$ cat config.mk
export PLATFORM = sky130hd
export DESIGN_NAME = cbp_port
export DESIGN_NICKNAME = d
export VERILOG_FILES = /design/src/design/cbp_pkg.sv /design/src/design/cbp_sync.sv /design/src/design/cbp_irq_chain.sv /design/src/design/cbp_port.sv
export SDC_FILE = /design/constraint.sdc
export NUM_CORES = 1
export LEC_CHECK = 0
export BUFFER_PORTS_ARGS = -buffer_cell sky130_fd_sc_hd__buf_2
export CAP_MARGIN = 20
export CELL_PAD_IN_SITES_DETAIL_PLACEMENT = 0
export CELL_PAD_IN_SITES_GLOBAL_PLACEMENT = 1
export CORE_ASPECT_RATIO = 0.9
export CORE_MARGIN = 5
export CORE_UTILIZATION = 52
export CTS_CLUSTER_DIAMETER = 50
export DETAILED_ROUTE_END_ITERATION = 10
export GPL_ROUTABILITY_DRIVEN = 0
export PLACE_DENSITY = 0.86
export SYNTH_ARGS = -nofsm -noshare
export SYNTH_HDL_FRONTEND = slang
export SYNTH_SLANG_ARGS = --single-unit
$ cat constraint.sdc
create_clock -name clock -period 40.7 [get_ports clock]
set_input_delay 0 -clock clock [delete_from_list [all_inputs] [get_ports clock]]
set_output_delay 0 -clock clock [all_outputs]
set_load 0.01 [all_outputs]
$ cat src/design/cbp_pkg.sv
// Shared constants and types for the CPU bus port with interrupt chain
package cbp_pkg;
  localparam int unsigned DATA_W     = 8;
  localparam int unsigned MUX_ADDR_W = 6;
  localparam int unsigned NM_ADDR_W  = 2;
  localparam int unsigned NUM_REGS   = 64;
  localparam int unsigned NUM_SRC    = 3;
  // Multiplexed register offsets; all but REG_LAST exist in this port's register file
  localparam logic [5:0] REG_MASTER_INT = 6'h00;
  localparam logic [5:0] REG_VEC_A      = 6'h02;
  localparam logic [5:0] REG_VEC_B      = 6'h03;
  localparam logic [5:0] REG_VEC_CT     = 6'h04;
  localparam logic [5:0] REG_LAST       = 6'h3f;
  // Non-multiplexed targets
  localparam logic [1:0] NM_PORT_C = 2'h0;
  localparam logic [1:0] NM_PORT_B = 2'h1;
  localparam logic [1:0] NM_PORT_A = 2'h2;
  localparam logic [1:0] NM_CTRL   = 2'h3;
  // Field positions in the master interrupt register
  localparam int unsigned MI_ENABLE_BIT = 7;
  // Reset values
  localparam logic [7:0] REG_RESET = 8'h00;
  // Spacing between non-multiplexed accesses, in peripheral clocks
  localparam int unsigned NM_GAP_CYC = 3;
  typedef enum logic [1:0] {
    CBP_IDLE  = 2'b00,
    CBP_ADDR  = 2'b01,
    CBP_XFER  = 2'b10,
    CBP_ACK   = 2'b11
  } cbp_state_e;
endpackage : cbp_pkg

$ cat src/design/cbp_sync.sv
// Two-flop synchroniser bank for pin inputs
`timescale 1ns/1ps
module cbp_sync #(
  parameter int unsigned W = 1
) (
  input  wire logic         clock,
  input  wire logic         rst,
  input  wire logic [W-1:0] d,
  input  wire logic [W-1:0] rst_val,
  output logic      [W-1:0] q
);
  logic [W-1:0] meta_q;
  logic [W-1:0] hold_q;
  // First stage feeds only the second stage; flops hold the pins relative to their idle levels
  always_ff @(posedge clock or posedge rst) begin
    if (rst) begin
      meta_q <= '0;
      hold_q <= '0;
    end else begin
      meta_q <= d ^ rst_val;
      hold_q <= meta_q;
    end
  end
  // Idle levels come out during reset, so no false strobe follows it
  assign q = hold_q ^ rst_val;
endmodule : cbp_sync

$ cat src/design/cbp_irq_chain.sv
// Interrupt pending, in-service and daisy-chain logic
`timescale 1ns/1ps
module cbp_irq_chain
  import cbp_pkg::*;
(
  input  wire logic               clock,
  input  wire logic               rst,
  input  wire logic [NUM_SRC-1:0] event_set,
  input  wire logic               int_enable,
  input  wire logic               ack_active,
  input  wire logic               vec_read,
  input  wire logic               chain_enable_in,
  input  wire logic [NUM_SRC-1:0] service_clear,
  output logic      [NUM_SRC-1:0] pending_flag,
  output logic      [NUM_SRC-1:0] in_service_flag,
  output logic      [1:0]         ack_src,
  output logic                    int_req,
  output logic                    chain_enable_out
);
  logic [NUM_SRC-1:0] grant;
  logic               any_pend;
  logic               any_srv;
  // Lowest index has highest priority
  always_comb begin
    grant = '0;
    ack_src = 2'h0;
    for (int i = NUM_SRC - 1; i >= 0; i--) begin
      if (pending_flag[i]) begin
        grant = '0;
        grant[i] = 1'b1;
        ack_src = 2'(i);
      end
    end
  end
  assign any_pend = |pending_flag;
  assign any_srv  = |in_service_flag;
  // Pending and in-service flags per source
  for (genvar g = 0; g < NUM_SRC; g++) begin : g_src
    always_ff @(posedge clock or posedge rst) begin
      if (rst) begin
        pending_flag[g]    <= 1'b0;
        in_service_flag[g] <= 1'b0;
      end else begin
        if (event_set[g]) begin
          pending_flag[g] <= 1'b1;
        end else if (vec_read && grant[g]) begin
          pending_flag[g] <= 1'b0;
        end
        if (vec_read && grant[g]) begin
          in_service_flag[g] <= 1'b1;
        end else if (service_clear[g]) begin
          in_service_flag[g] <= 1'b0;
        end
      end
    end
  end
  // Request and chain outputs
  always_ff @(posedge clock or posedge rst) begin
    if (rst) begin
      int_req          <= 1'b0;
      chain_enable_out <= 1'b1;
    end else begin
      int_req          <= any_pend && int_enable;
      chain_enable_out <= chain_enable_in && !any_srv
                          && !(ack_active && any_pend);
    end
  end
endmodule : cbp_irq_chain

$ cat src/design/cbp_port.sv
// CPU bus port, multiplexed and non-multiplexed variants, with interrupt chain
// Summary of operation
// - Capture address, acknowledge, select while strobe low
// - Selected when select low and select high
// - Address and transfer strobes together reset device
// - Read and write strobes together reset device
// - Latch six low address bits for register
// - Drive register on shared bus during read
// - Nonexistent register read leaves bus undriven
// - Write captures shared bus into addressed register
// - Chain out high only when chain allows
// - Request low when pending and enabled
// - Acknowledge with pending pulls chain out low
// - Vector on shared bus during acknowledge strobe
// - Vector read sets in-service, holds chain low
// - Request and wait outputs timed by clock
// - Two address lines pick four targets
// - Accept access only with chip enable low
// - Drive selected register while read strobe low
// - Capture data on write strobe falling edge
// - Vector on read only if chain in high
`timescale 1ns/1ps
module cbp_port
  import cbp_pkg::*;
(
  input  wire logic               clock,
  input  wire logic               rst,
  input  wire logic               mux_mode,
  input  wire logic               addr_latch_strobe_n,
  input  wire logic               transfer_strobe_n,
  input  wire logic               read_not_write,
  input  wire logic               select_low_n,
  input  wire logic               select_high,
  input  wire logic [DATA_W-1:0]  ad_in,
  output logic      [DATA_W-1:0]  ad_out,
  output logic                    ad_oe,
  input  wire logic [NM_ADDR_W-1:0] nm_addr,
  input  wire logic               chip_enable_n,
  input  wire logic               read_n,
  input  wire logic               write_n,
  input  wire logic               vector_ack_in_n,
  input  wire logic               chain_enable_in,
  output logic                    chain_enable_out,
  output logic                    int_req_out_n,
  output logic                    int_req_oe,
  input  wire logic [NUM_SRC-1:0] event_in,
  input  wire logic               dma_need,
  input  wire logic               wait_need,
  output logic                    dma_req_n,
  output logic                    wait_n,
  output logic                    self_reset
);
  localparam int unsigned SYNC_W = 14;
  logic [SYNC_W-1:0] pins_raw;
  logic [SYNC_W-1:0] pins_s;
  logic               as_n_s;
  logic               ds_n_s;
  logic               rw_s;
  logic               cs0_n_s;
  logic               cs1_s;
  logic               ce_n_s;
  logic               rd_n_s;
  logic               wr_n_s;
  logic               ack_n_s;
  logic               iei_s;
  logic [1:0]         nma_s;
  logic               mode_s;
  logic               int_req;
  logic               as_n_p_q;
  logic               ds_n_p_q;
  logic               wr_n_p_q;
  logic               rd_n_p_q;
  logic [MUX_ADDR_W-1:0] addr_q;
  logic               cs0_lat_q;
  logic               ack_lat_q;
  logic [DATA_W-1:0]  regs_q [NUM_REGS];
  logic [DATA_W-1:0]  port_q [3];
  logic [NUM_SRC-1:0] pending_flag;
  logic [NUM_SRC-1:0] in_service_flag;
  logic [1:0]         ack_src;
  logic [DATA_W-1:0]  ad_out_d;
  logic               ad_oe_d;
  logic               soft_rst_d;
  logic               soft_rst_q;
  logic               int_rst;
  logic               mux_sel;
  logic               nm_sel;
  logic               mux_rd;
  logic               nm_rd;
  logic               mux_ack_rd;
  logic               nm_ack_rd;
  logic               vec_read;
  logic               vec_read_q;
  logic               ack_active;
  logic               mux_wr_fire;
  logic               nm_wr_fire;
  logic               reg_exists;
  logic [NUM_SRC-1:0] svc_clear;
  cbp_state_e         state_q;
  logic [1:0]         gap_q;

  // Control pins pass two flops before use; ad_in, event_in, dma_need and wait_need do not
  assign pins_raw = {mux_mode, nm_addr, chain_enable_in, vector_ack_in_n, write_n, read_n,
                     chip_enable_n, select_high, select_low_n, read_not_write,
                     transfer_strobe_n, addr_latch_strobe_n, 1'b0};
  cbp_sync #(.W(SYNC_W)) u_sync (
    .clock   (clock),
    .rst     (rst),
    .d       (pins_raw),
    .rst_val (14'h27de),
    .q       (pins_s)
  );
  assign {mode_s, nma_s, iei_s, ack_n_s, wr_n_s, rd_n_s, ce_n_s, cs1_s, cs0_n_s, rw_s,
          ds_n_s, as_n_s} = pins_s[SYNC_W-1:1];

  // Illegal strobe pairs reset the device
  assign soft_rst_d = mode_s ? (!as_n_s && !ds_n_s)
                             : (!rd_n_s && !wr_n_s);
  always_ff @(posedge clock or posedge rst) begin
    if (rst) begin
      soft_rst_q <= 1'b0;
    end else begin
      soft_rst_q <= soft_rst_d;
    end
  end
  assign int_rst = rst || soft_rst_q;

  // Strobe history for edge detection
  always_ff @(posedge clock or posedge rst) begin
    if (rst) begin
      as_n_p_q <= 1'b1;
      ds_n_p_q <= 1'b1;
      wr_n_p_q <= 1'b1;
      rd_n_p_q <= 1'b1;
    end else begin
      as_n_p_q <= as_n_s;
      ds_n_p_q <= ds_n_s;
      wr_n_p_q <= wr_n_s;
      rd_n_p_q <= rd_n_s;
    end
  end

  // Address phase capture while address strobe is low
  always_ff @(posedge clock or posedge int_rst) begin
    if (int_rst) begin
      addr_q    <= '0;
      cs0_lat_q <= 1'b1;
      ack_lat_q <= 1'b1;
    end else if (mode_s && !as_n_s && ds_n_s) begin
      addr_q    <= ad_in[MUX_ADDR_W-1:0];
      cs0_lat_q <= cs0_n_s;
      ack_lat_q <= ack_n_s;
    end
  end

  // Bus phase tracker for the multiplexed cycle
  always_ff @(posedge clock or posedge int_rst) begin
    if (int_rst) begin
      state_q <= CBP_IDLE;
    end else begin
      case (state_q)
        CBP_IDLE: if (mode_s && !as_n_s) state_q <= CBP_ADDR;
        CBP_ADDR: if (as_n_s) state_q <= ack_lat_q ? CBP_XFER : CBP_ACK;
        CBP_XFER, CBP_ACK: if (!as_n_s) state_q <= CBP_ADDR;
        default: state_q <= CBP_IDLE;
      endcase
    end
  end

  // Selection and decode
  assign mux_sel    = mode_s && !cs0_lat_q && cs1_s;
  assign nm_sel     = !mode_s && !ce_n_s;
  assign reg_exists = addr_q <= REG_VEC_CT;
  assign mux_rd     = mux_sel && state_q == CBP_XFER && !ds_n_s && rw_s;
  assign mux_ack_rd = mode_s && state_q == CBP_ACK && !ds_n_s;
  assign nm_rd      = nm_sel && !rd_n_s && ack_n_s;
  assign nm_ack_rd  = !mode_s && !ack_n_s && !rd_n_s && iei_s;
  assign ack_active = mode_s ? state_q == CBP_ACK : !ack_n_s;
  assign vec_read   = (mux_ack_rd || nm_ack_rd) && (|pending_flag || vec_read_q) && iei_s;
  assign mux_wr_fire = mux_sel && state_q == CBP_XFER && !ds_n_s && ds_n_p_q && !rw_s;
  assign nm_wr_fire  = nm_sel && !wr_n_s && wr_n_p_q && rd_n_s && gap_q == '0;

  // Register file writes
  always_ff @(posedge clock or posedge int_rst) begin
    if (int_rst) begin
      for (int i = 0; i < NUM_REGS; i++) begin
        regs_q[i] <= REG_RESET;
      end
      for (int i = 0; i < 3; i++) begin
        port_q[i] <= REG_RESET;
      end
    end else if (mux_wr_fire && reg_exists) begin
      regs_q[addr_q] <= ad_in;
    end else if (nm_wr_fire) begin
      case (nma_s)
        NM_PORT_C: port_q[2] <= ad_in;
        NM_PORT_B: port_q[1] <= ad_in;
        NM_PORT_A: port_q[0] <= ad_in;
        default:   regs_q[REG_MASTER_INT] <= ad_in;
      endcase
    end
  end

  // Access spacing counter for the non-multiplexed bus
  always_ff @(posedge clock or posedge int_rst) begin
    if (int_rst) begin
      gap_q <= '0;
    end else if ((!rd_n_p_q && rd_n_s) || (!wr_n_p_q && wr_n_s)) begin
      gap_q <= 2'(NM_GAP_CYC - 1);
    end else if (gap_q != '0) begin
      gap_q <= gap_q - 2'h1;
    end
  end

  // Read data and drive enable
  always_comb begin
    ad_out_d = '0;
    ad_oe_d  = 1'b0;
    if (vec_read) begin
      // Vector held for the whole strobe even after its pending flag clears
      ad_out_d = vec_read_q ? ad_out : regs_q[REG_VEC_A + 6'(ack_src)];
      ad_oe_d  = 1'b1;
    end else if (mux_rd && reg_exists) begin
      ad_out_d = regs_q[addr_q];
      ad_oe_d  = 1'b1;
    end else if (nm_rd) begin
      ad_oe_d = 1'b1;
      case (nma_s)
        NM_PORT_C: ad_out_d = port_q[2];
        NM_PORT_B: ad_out_d = port_q[1];
        NM_PORT_A: ad_out_d = port_q[0];
        default:   ad_out_d = regs_q[REG_MASTER_INT];
      endcase
    end
  end
  always_ff @(posedge clock or posedge int_rst) begin
    if (int_rst) begin
      ad_out     <= '0;
      ad_oe      <= 1'b0;
      vec_read_q <= 1'b0;
    end else begin
      ad_out     <= ad_out_d;
      ad_oe      <= ad_oe_d;
      vec_read_q <= vec_read;
    end
  end

  // In-service cleared by a multiplexed write of a one to its bit of the master register bits 2:0
  assign svc_clear = (mux_wr_fire && addr_q == REG_MASTER_INT) ? ad_in[NUM_SRC-1:0]
                                                                 : '0;

  cbp_irq_chain u_irq (
    .clock            (clock),
    .rst              (int_rst),
    .event_set        (event_in),
    .int_enable       (regs_q[REG_MASTER_INT][MI_ENABLE_BIT]),
    .ack_active       (ack_active),
    .vec_read         (vec_read && !vec_read_q),
    .chain_enable_in  (iei_s),
    .service_clear    (svc_clear),
    .pending_flag     (pending_flag),
    .in_service_flag  (in_service_flag),
    .ack_src          (ack_src),
    .int_req          (int_req),
    .chain_enable_out (chain_enable_out)
  );

  // Open-drain request and clocked handshake outputs
  always_ff @(posedge clock or posedge int_rst) begin
    if (int_rst) begin
      int_req_out_n <= 1'b1;
      int_req_oe    <= 1'b0;
      dma_req_n     <= 1'b1;
      wait_n        <= 1'b1;
      self_reset    <= 1'b0;
    end else begin
      int_req_out_n <= 1'b0;
      int_req_oe    <= int_req;
      dma_req_n     <= !(!mode_s && dma_need);
      wait_n        <= !(!mode_s && wait_need);
      self_reset    <= 1'b0;
    end
  end

  // Checks
  property p_irq;
    @(posedge clock) disable iff (int_rst)
      (|pending_flag && regs_q[REG_MASTER_INT][MI_ENABLE_BIT]) |-> ##2 int_req_oe;
  endproperty
  a_irq: assert property (p_irq) else $error("request not raised");
  property p_chain;
    @(posedge clock) disable iff (int_rst)
      (|in_service_flag) |=> !chain_enable_out;
  endproperty
  a_chain: assert property (p_chain) else $error("chain high in service");
  property p_ack_block;
    @(posedge clock) disable iff (int_rst)
      (ack_active && |pending_flag) |=> !chain_enable_out;
  endproperty
  a_ack_block: assert property (p_ack_block) else $error("chain not blocked");
  property p_iei;
    @(posedge clock) disable iff (int_rst) !iei_s |=> !chain_enable_out;
  endproperty
  a_iei: assert property (p_iei) else $error("chain passes without input");
  property p_release;
    @(posedge clock) disable iff (int_rst)
      (!vec_read && !mux_rd && !nm_rd) |=> !ad_oe;
  endproperty
  a_release: assert property (p_release) else $error("bus driven idle");
  property p_nomap;
    @(posedge clock) disable iff (int_rst)
      (mux_rd && !reg_exists && !vec_read) |=> !ad_oe;
  endproperty
  a_nomap: assert property (p_nomap) else $error("missing register driven");
  property p_sel;
    @(posedge clock) disable iff (int_rst) (mode_s && cs0_lat_q) |-> !mux_rd;
  endproperty
  a_sel: assert property (p_sel) else $error("read while unselected");
  property p_vec;
    @(posedge clock) disable iff (int_rst) $rose(vec_read) |=> in_service_flag != '0;
  endproperty
  a_vec: assert property (p_vec) else $error("in-service not set");
  c_mux_rd: cover property (@(posedge clock) mux_rd);
  c_nm_wr: cover property (@(posedge clock) nm_wr_fire);
  c_vec: cover property (@(posedge clock) vec_read);
endmodule : cbp_port

# Word level (Yosys, flattened, before mapping)
# Cells that the tools add are included.
# totals
ff_bits,600
input_bits,28
out_inout_bits,15
word_cells,245
# classes
addsub,2
magnitude_cmp,4
eq_ne,10
mux,48
bitwise_logic,5
reduce_logical,83
# op_table
operator,n
$bwmux 512,1
$bmux 8 s6,2
$mux 8,12
$demux 8 s6,1
$logic_and 1x1->1,41
$pmux 8 s3,1
$not 10->10,2
$mux 1,18
$reduce_bool 2->1,9
$logic_not 1->1,16
$mux 2,8
$ge 7x7->1 const B,2
$mux 3,4
$reduce_and 3->1,4
$reduce_or 3->1,3
$ne 2x2->1 const B,4
$lt 7x1->1 const B,1
$not 3->7,1
$not 6->7,1
$eq 2x2->1 const B,3
$le 6x3->1 const B,1
$logic_not 2->1,3
$logic_not 6->1,1
$pmux 2 s3,1
other kinds (8),12

# Longest topological paths before layout
# depth
word_depth,12
mapped_depth,10
mapped_depth_nobuf,8

# Modules after synthesis
# A second synthesis with hierarchy kept.
# hier_totals
hier_cells,1909
area_unflattened_um2,23371.2
# by_module_without_submodules
module,n_inst,cells_each,area_each_um2,seq_area_each_um2
cbp_port,1,1822,22089.9,14173.6
cbp_sync,1,57,949.7,700.7
cbp_irq_chain,1,30,331.6,201.4

# Worst setup path before layout
# OpenSTA, ideal clock, no wires.
# synth_timing
path_kind,reg-to-reg
start,register addr_q[0]
end,register ad_out[4]
setup_ps,127
t_arrival_ps,1976
t_required_ps,40573
setup_slack_ps,38597
stages_incl_launch_ff,9
cell_sequence,dfrtp_1 buf_6 buf_2 buf_2 mux4_2 a32oi_1 o21ai_0 nor4_1 o21ai_1
# synth_between
elab_chain_cells,6
elab_cells_between_ends,8
classes_between,order compare (1); mux (5); bitwise (1); reduce/logical (1)
# synth_lines
item,line_no,text
"start, declared",cbp_port.sv:73,logic [MUX_ADDR_W-1:0] addr_q;
"start signal, assigned",cbp_port.sv:150,addr_q <= ad_in[MUX_ADDR_W-1:0];
$not 6->7 (not written as such),cbp_port.sv:224,ad_out_d = regs_q[addr_q];
$bmux 8 s6,cbp_port.sv:224,
$mux 8 (not written as such) (2 in a row),cbp_port.sv:224,
$mux 8 (*),cbp_port.sv:223,end else if (mux_rd && reg_exists) begin
$mux 8 (*),cbp_port.sv:219,if (vec_read) begin
"end signal, assigned",cbp_port.sv:242,ad_out <= ad_out_d;
"end, declared",cbp_port.sv:35,"output logic [DATA_W-1:0] ad_out,"
# Mark *: on every way between the ends. The rest lies on a longest branch, timed or not. The select of a mux whose other input is x is not followed.
# A chain may end at the register's enable or synchronous reset.

# Final worst setup path
# layout_timing
start,register addr_q[1]
end,register ad_out[1]
# Same word-level chain as after synthesis.

==> impl_metrics.py <==
metrics = {
    "layout": {
        "post-route-cell-area_mm2": 0.02412,
        "drive_gt1_share_pct": 23.05,
        "areaGrowthSynthToFinish_pct": 5.183,
        "final_nets": 1406,
        "post-route-util_pct": 54.90,
        "nFillCells": 3338,
    },
    "sta": {
        "fin_setup_tns_ps": 0,
        "rsz0062_at_grt": "false",
        "setup_viol": 0,
        "min_period_ps": 3601,
        "setup_slack_ps": 37100,
        "hold_viol_final": 0,
        "finClkSkew_ps": 23.69,
        "fmax_ghz": 0.2777,
        "timing.hold.ws_ps": 75.99,
        "tightest_slew_ps": 1010,
        "finalMaxSlewViolations": 0,
        "slew_headroom_pct": 32.65,
        "min_period_over_period_pct": 8.846,
    },
    "die": {
        "design.die.area_mm2": 0.04841,
        "initial_core_util_pct": 52.20,
        "rows": 73,
        "pin_count": 43,
        "die_y_um": 209.2,
        "core_area_mm2": 0.04393,
        "die_w_um": 231.4,
    },
    "critical_path": {
        "path_max_fanout": 50,
        "startpoint_type": "register",
        "cp_top_family": "simple AND/OR/NAND/NOR gates",
        "worstPathRequired_ps": 41150,
        "worst-path-stages": 7,
        "cp-end-kind": "register",
        "cpPeakStageDelay_ps": 750,
        "slowest_stage": "or2b_1",
        "arrival_ps": 4050,
        "crit_chain": "buf_4 > or2b_1 > o22ai_1 > a22o_1 > a2111o_1 > nor4_1 > o21ai_1",
        "rr_worst_depth": 7,
        "path_buf_inv": 1,
        "critical_path_class": "reg2reg",
    },
    "worst_hold_path": {
        "hold_path.class": "in2reg",
        "whs_path_depth": 2,
    },
    "synthesis": {
        "syn_area_mm2": 0.02293,
        "ys_seq_area_share_pct": 65.52,
        "synth.distinct_cells": 66,
        "synth_ff_type": "dfrtp_1",
        "synthTopCellsByArea": "dfrtp_1 64%, clkbuf_1 8.2%, mux4_2 7.2%",
        "ys_ff_latch": 600,
        "async_flop_share_pct": 100.0,
        "synth_edf_count": 0,
        "yosys_warnings": 0,
        "yosysTopAreaCell": "dfrtp_1",
        "avgSynthCellArea_um2": 12.90,
        "netlist_instances": 1778,
        "synth_top_area_share_pct": 64.49,
    },
    "clock_tree": {
        "cts_max_level": 2,
        "clock_latency_ps": 580,
        "cts_root_buf": "clkbuf_16",
        "path_clk_slew_ps": 60,
        "cts_resized": 0,
        "cts_buffer_depth": 3,
        "numCtsBuffers": 55,
        "cts_tree": "built",
        "clock-sinks": 600,
    },
    "routing": {
        "routed-via-count": 10970,
        "wl_per_cell_um": 21.13,
        "drt_first_pass_iters": 5,
        "vias_per_cell": 5.421,
        "wl_um": 42770,
        "drt_drc_violations_left": 0,
        "first_iter_violations": 854,
        "postRouteAntennaNets": 0,
    },
    "global_routing": {
        "grt_antenna_before_repair": 0,
        "grt_pass1_vias": 12170,
        "grt_max_degree": 186,
        "grt.total_usage_pct": 18.04,
        "grt_pass1_wl_um": 69770,
        "grt_overflow_total": 0,
    },
    "power": {
        "max-vdd-ir-drop_v": 0.00003372,
        "leakagePower_nw": 11.45,
        "powerDensity_mw_per_mm2": 52.13,
    },
    "placement": {
        "place_hpwl_um": 27230,
        "portBuffers": 41,
        "placed_cell_area_mm2": 0.02191,
        "pre_cts_ws_ps": 37080,
    },
    "status": {
        "status": "complete, no violations",
    },
    "run": {
        "cap_viol_max_count": 0,
    },
}
cell usage after synthesis (5+ instances only):
cell and count:
o22ai_1 35, dfrtp_1 591, o22a_1 5, or3_1 5, a2bb2oi_1 8, a22oi_1 36
nor2b_1 6, o21ai_0 33, dfstp_2 9, nand2b_1 5, a22o_1 19, buf_2 34
buf_6 5, a221oi_1 36, mux2i_1 58, a221o_1 6, a32oi_1 11, and3_1 8
nor2_1 20, clkbuf_1 502, nand3_1 19, nor3_1 8, mux4_2 73, nand2_1 50
nor4_1 5, buf_1 7, inv_1 27, mux2_2 68, o21ai_1 6, a21oi_1 18
cell usage in the layout (no fill, tap or decap), types with 20 or more instances in the layout:
cell             n
buf_4           20
o21ai_0         33
a221oi_1        36
a22oi_1         36
inv_1           27
dlygate4sd3_1   28
clkbuf_16       57
mux4_2          73
dfrtp_1        588
buf_2           41
mux2i_1         58
mux2_2          68
nand2_1         50
o22ai_1         35
worst paths after layout:
kind | from | endpoint | slack, ps
worst max-delay path | addr_q[1] | ad_out[1] | 37100
worst min-delay path | nm_addr[1] | u_sync.meta_q[12] | 80
worst max register to register | addr_q[1] | ad_out[1] | 37100
worst min register to register | u_sync.meta_q[4] | u_sync.hold_q[4] | 350
max in group asynchronous | rst | regs_q[277] | 38260
min in group asynchronous | rst | u_sync.meta_q[11] | 500
cell families after synthesis:
group           synth area share, %
compound gates                7.469
xor+xnor                    0.07640
fa+ha+maj                   0.05455
buf+inv                       9.925
flops                         65.52
mux                           13.15
other cells                 0.01635
simple gates                  3.781
routing by layer:
metal  GRT usage (%)  vias up  wire length, um
li1                -     5014                -
met1           27.81     5579            20210
met2           25.66      278            18860
met3           3.994      101             2270
met4           6.250        0             1424
met5               0        -                0
worst register-to-register path, cell delays in order, from the launching register on:
cell and delay [ps]:
dfrtp_4 680, buf_4 670, or2b_1 790, o22ai_1 200
a22o_1 290, a2111o_1 390, nor4_1 380, o21ai_1 100
layout make-up:
cell class	instances	area, um2	area share [%]
antenna	1	2.502	0.01037
clock inverter	23	209.0	0.8663
multi-input combinational	600	5649	23.42
timing repair buffer	93	718.2	2.977
sequential	600	15040	62.34
inverter	27	101.3	0.4202
tap	600	750.7	3.112
clock buffer	80	1653	6.852
sequential cells by signal (all words and copies together), names as in the netlist, 2 cells and up:
name and flops:
u_irq.in_service_flag 3, u_sync.hold_q 13, addr_q 6, u_irq.pending_flag 3
u_sync.meta_q 13, regs_q 512, gap_q 2, state_q 2
port_q 24, ad_out 8
power by group:
group	total [W]	internal (W)	switching [W]
clock	0.000519	0.000301	0.000218
combinational	0.000116	0.0000414	0.0000743
sequential	0.000622	0.000607	0.0000158
total	0.00126	0.000949	0.000308
through the flow:
step                      power [W]  std cells
after global placement    0.0007446       1889
after floorplan           0.0007152       1779
final                      0.001257       2024
after CTS                  0.001267       2019
after detailed placement  0.0007470       1889
after global routing       0.001304       2023
repair_timing:
item,in CTS,in global routing
hold buffers,27,1
hold endpoints to repair,367,5
endpoints found under the setup margin,0,0
setup buffers,0,0
(Power assumes the default switching activity.)
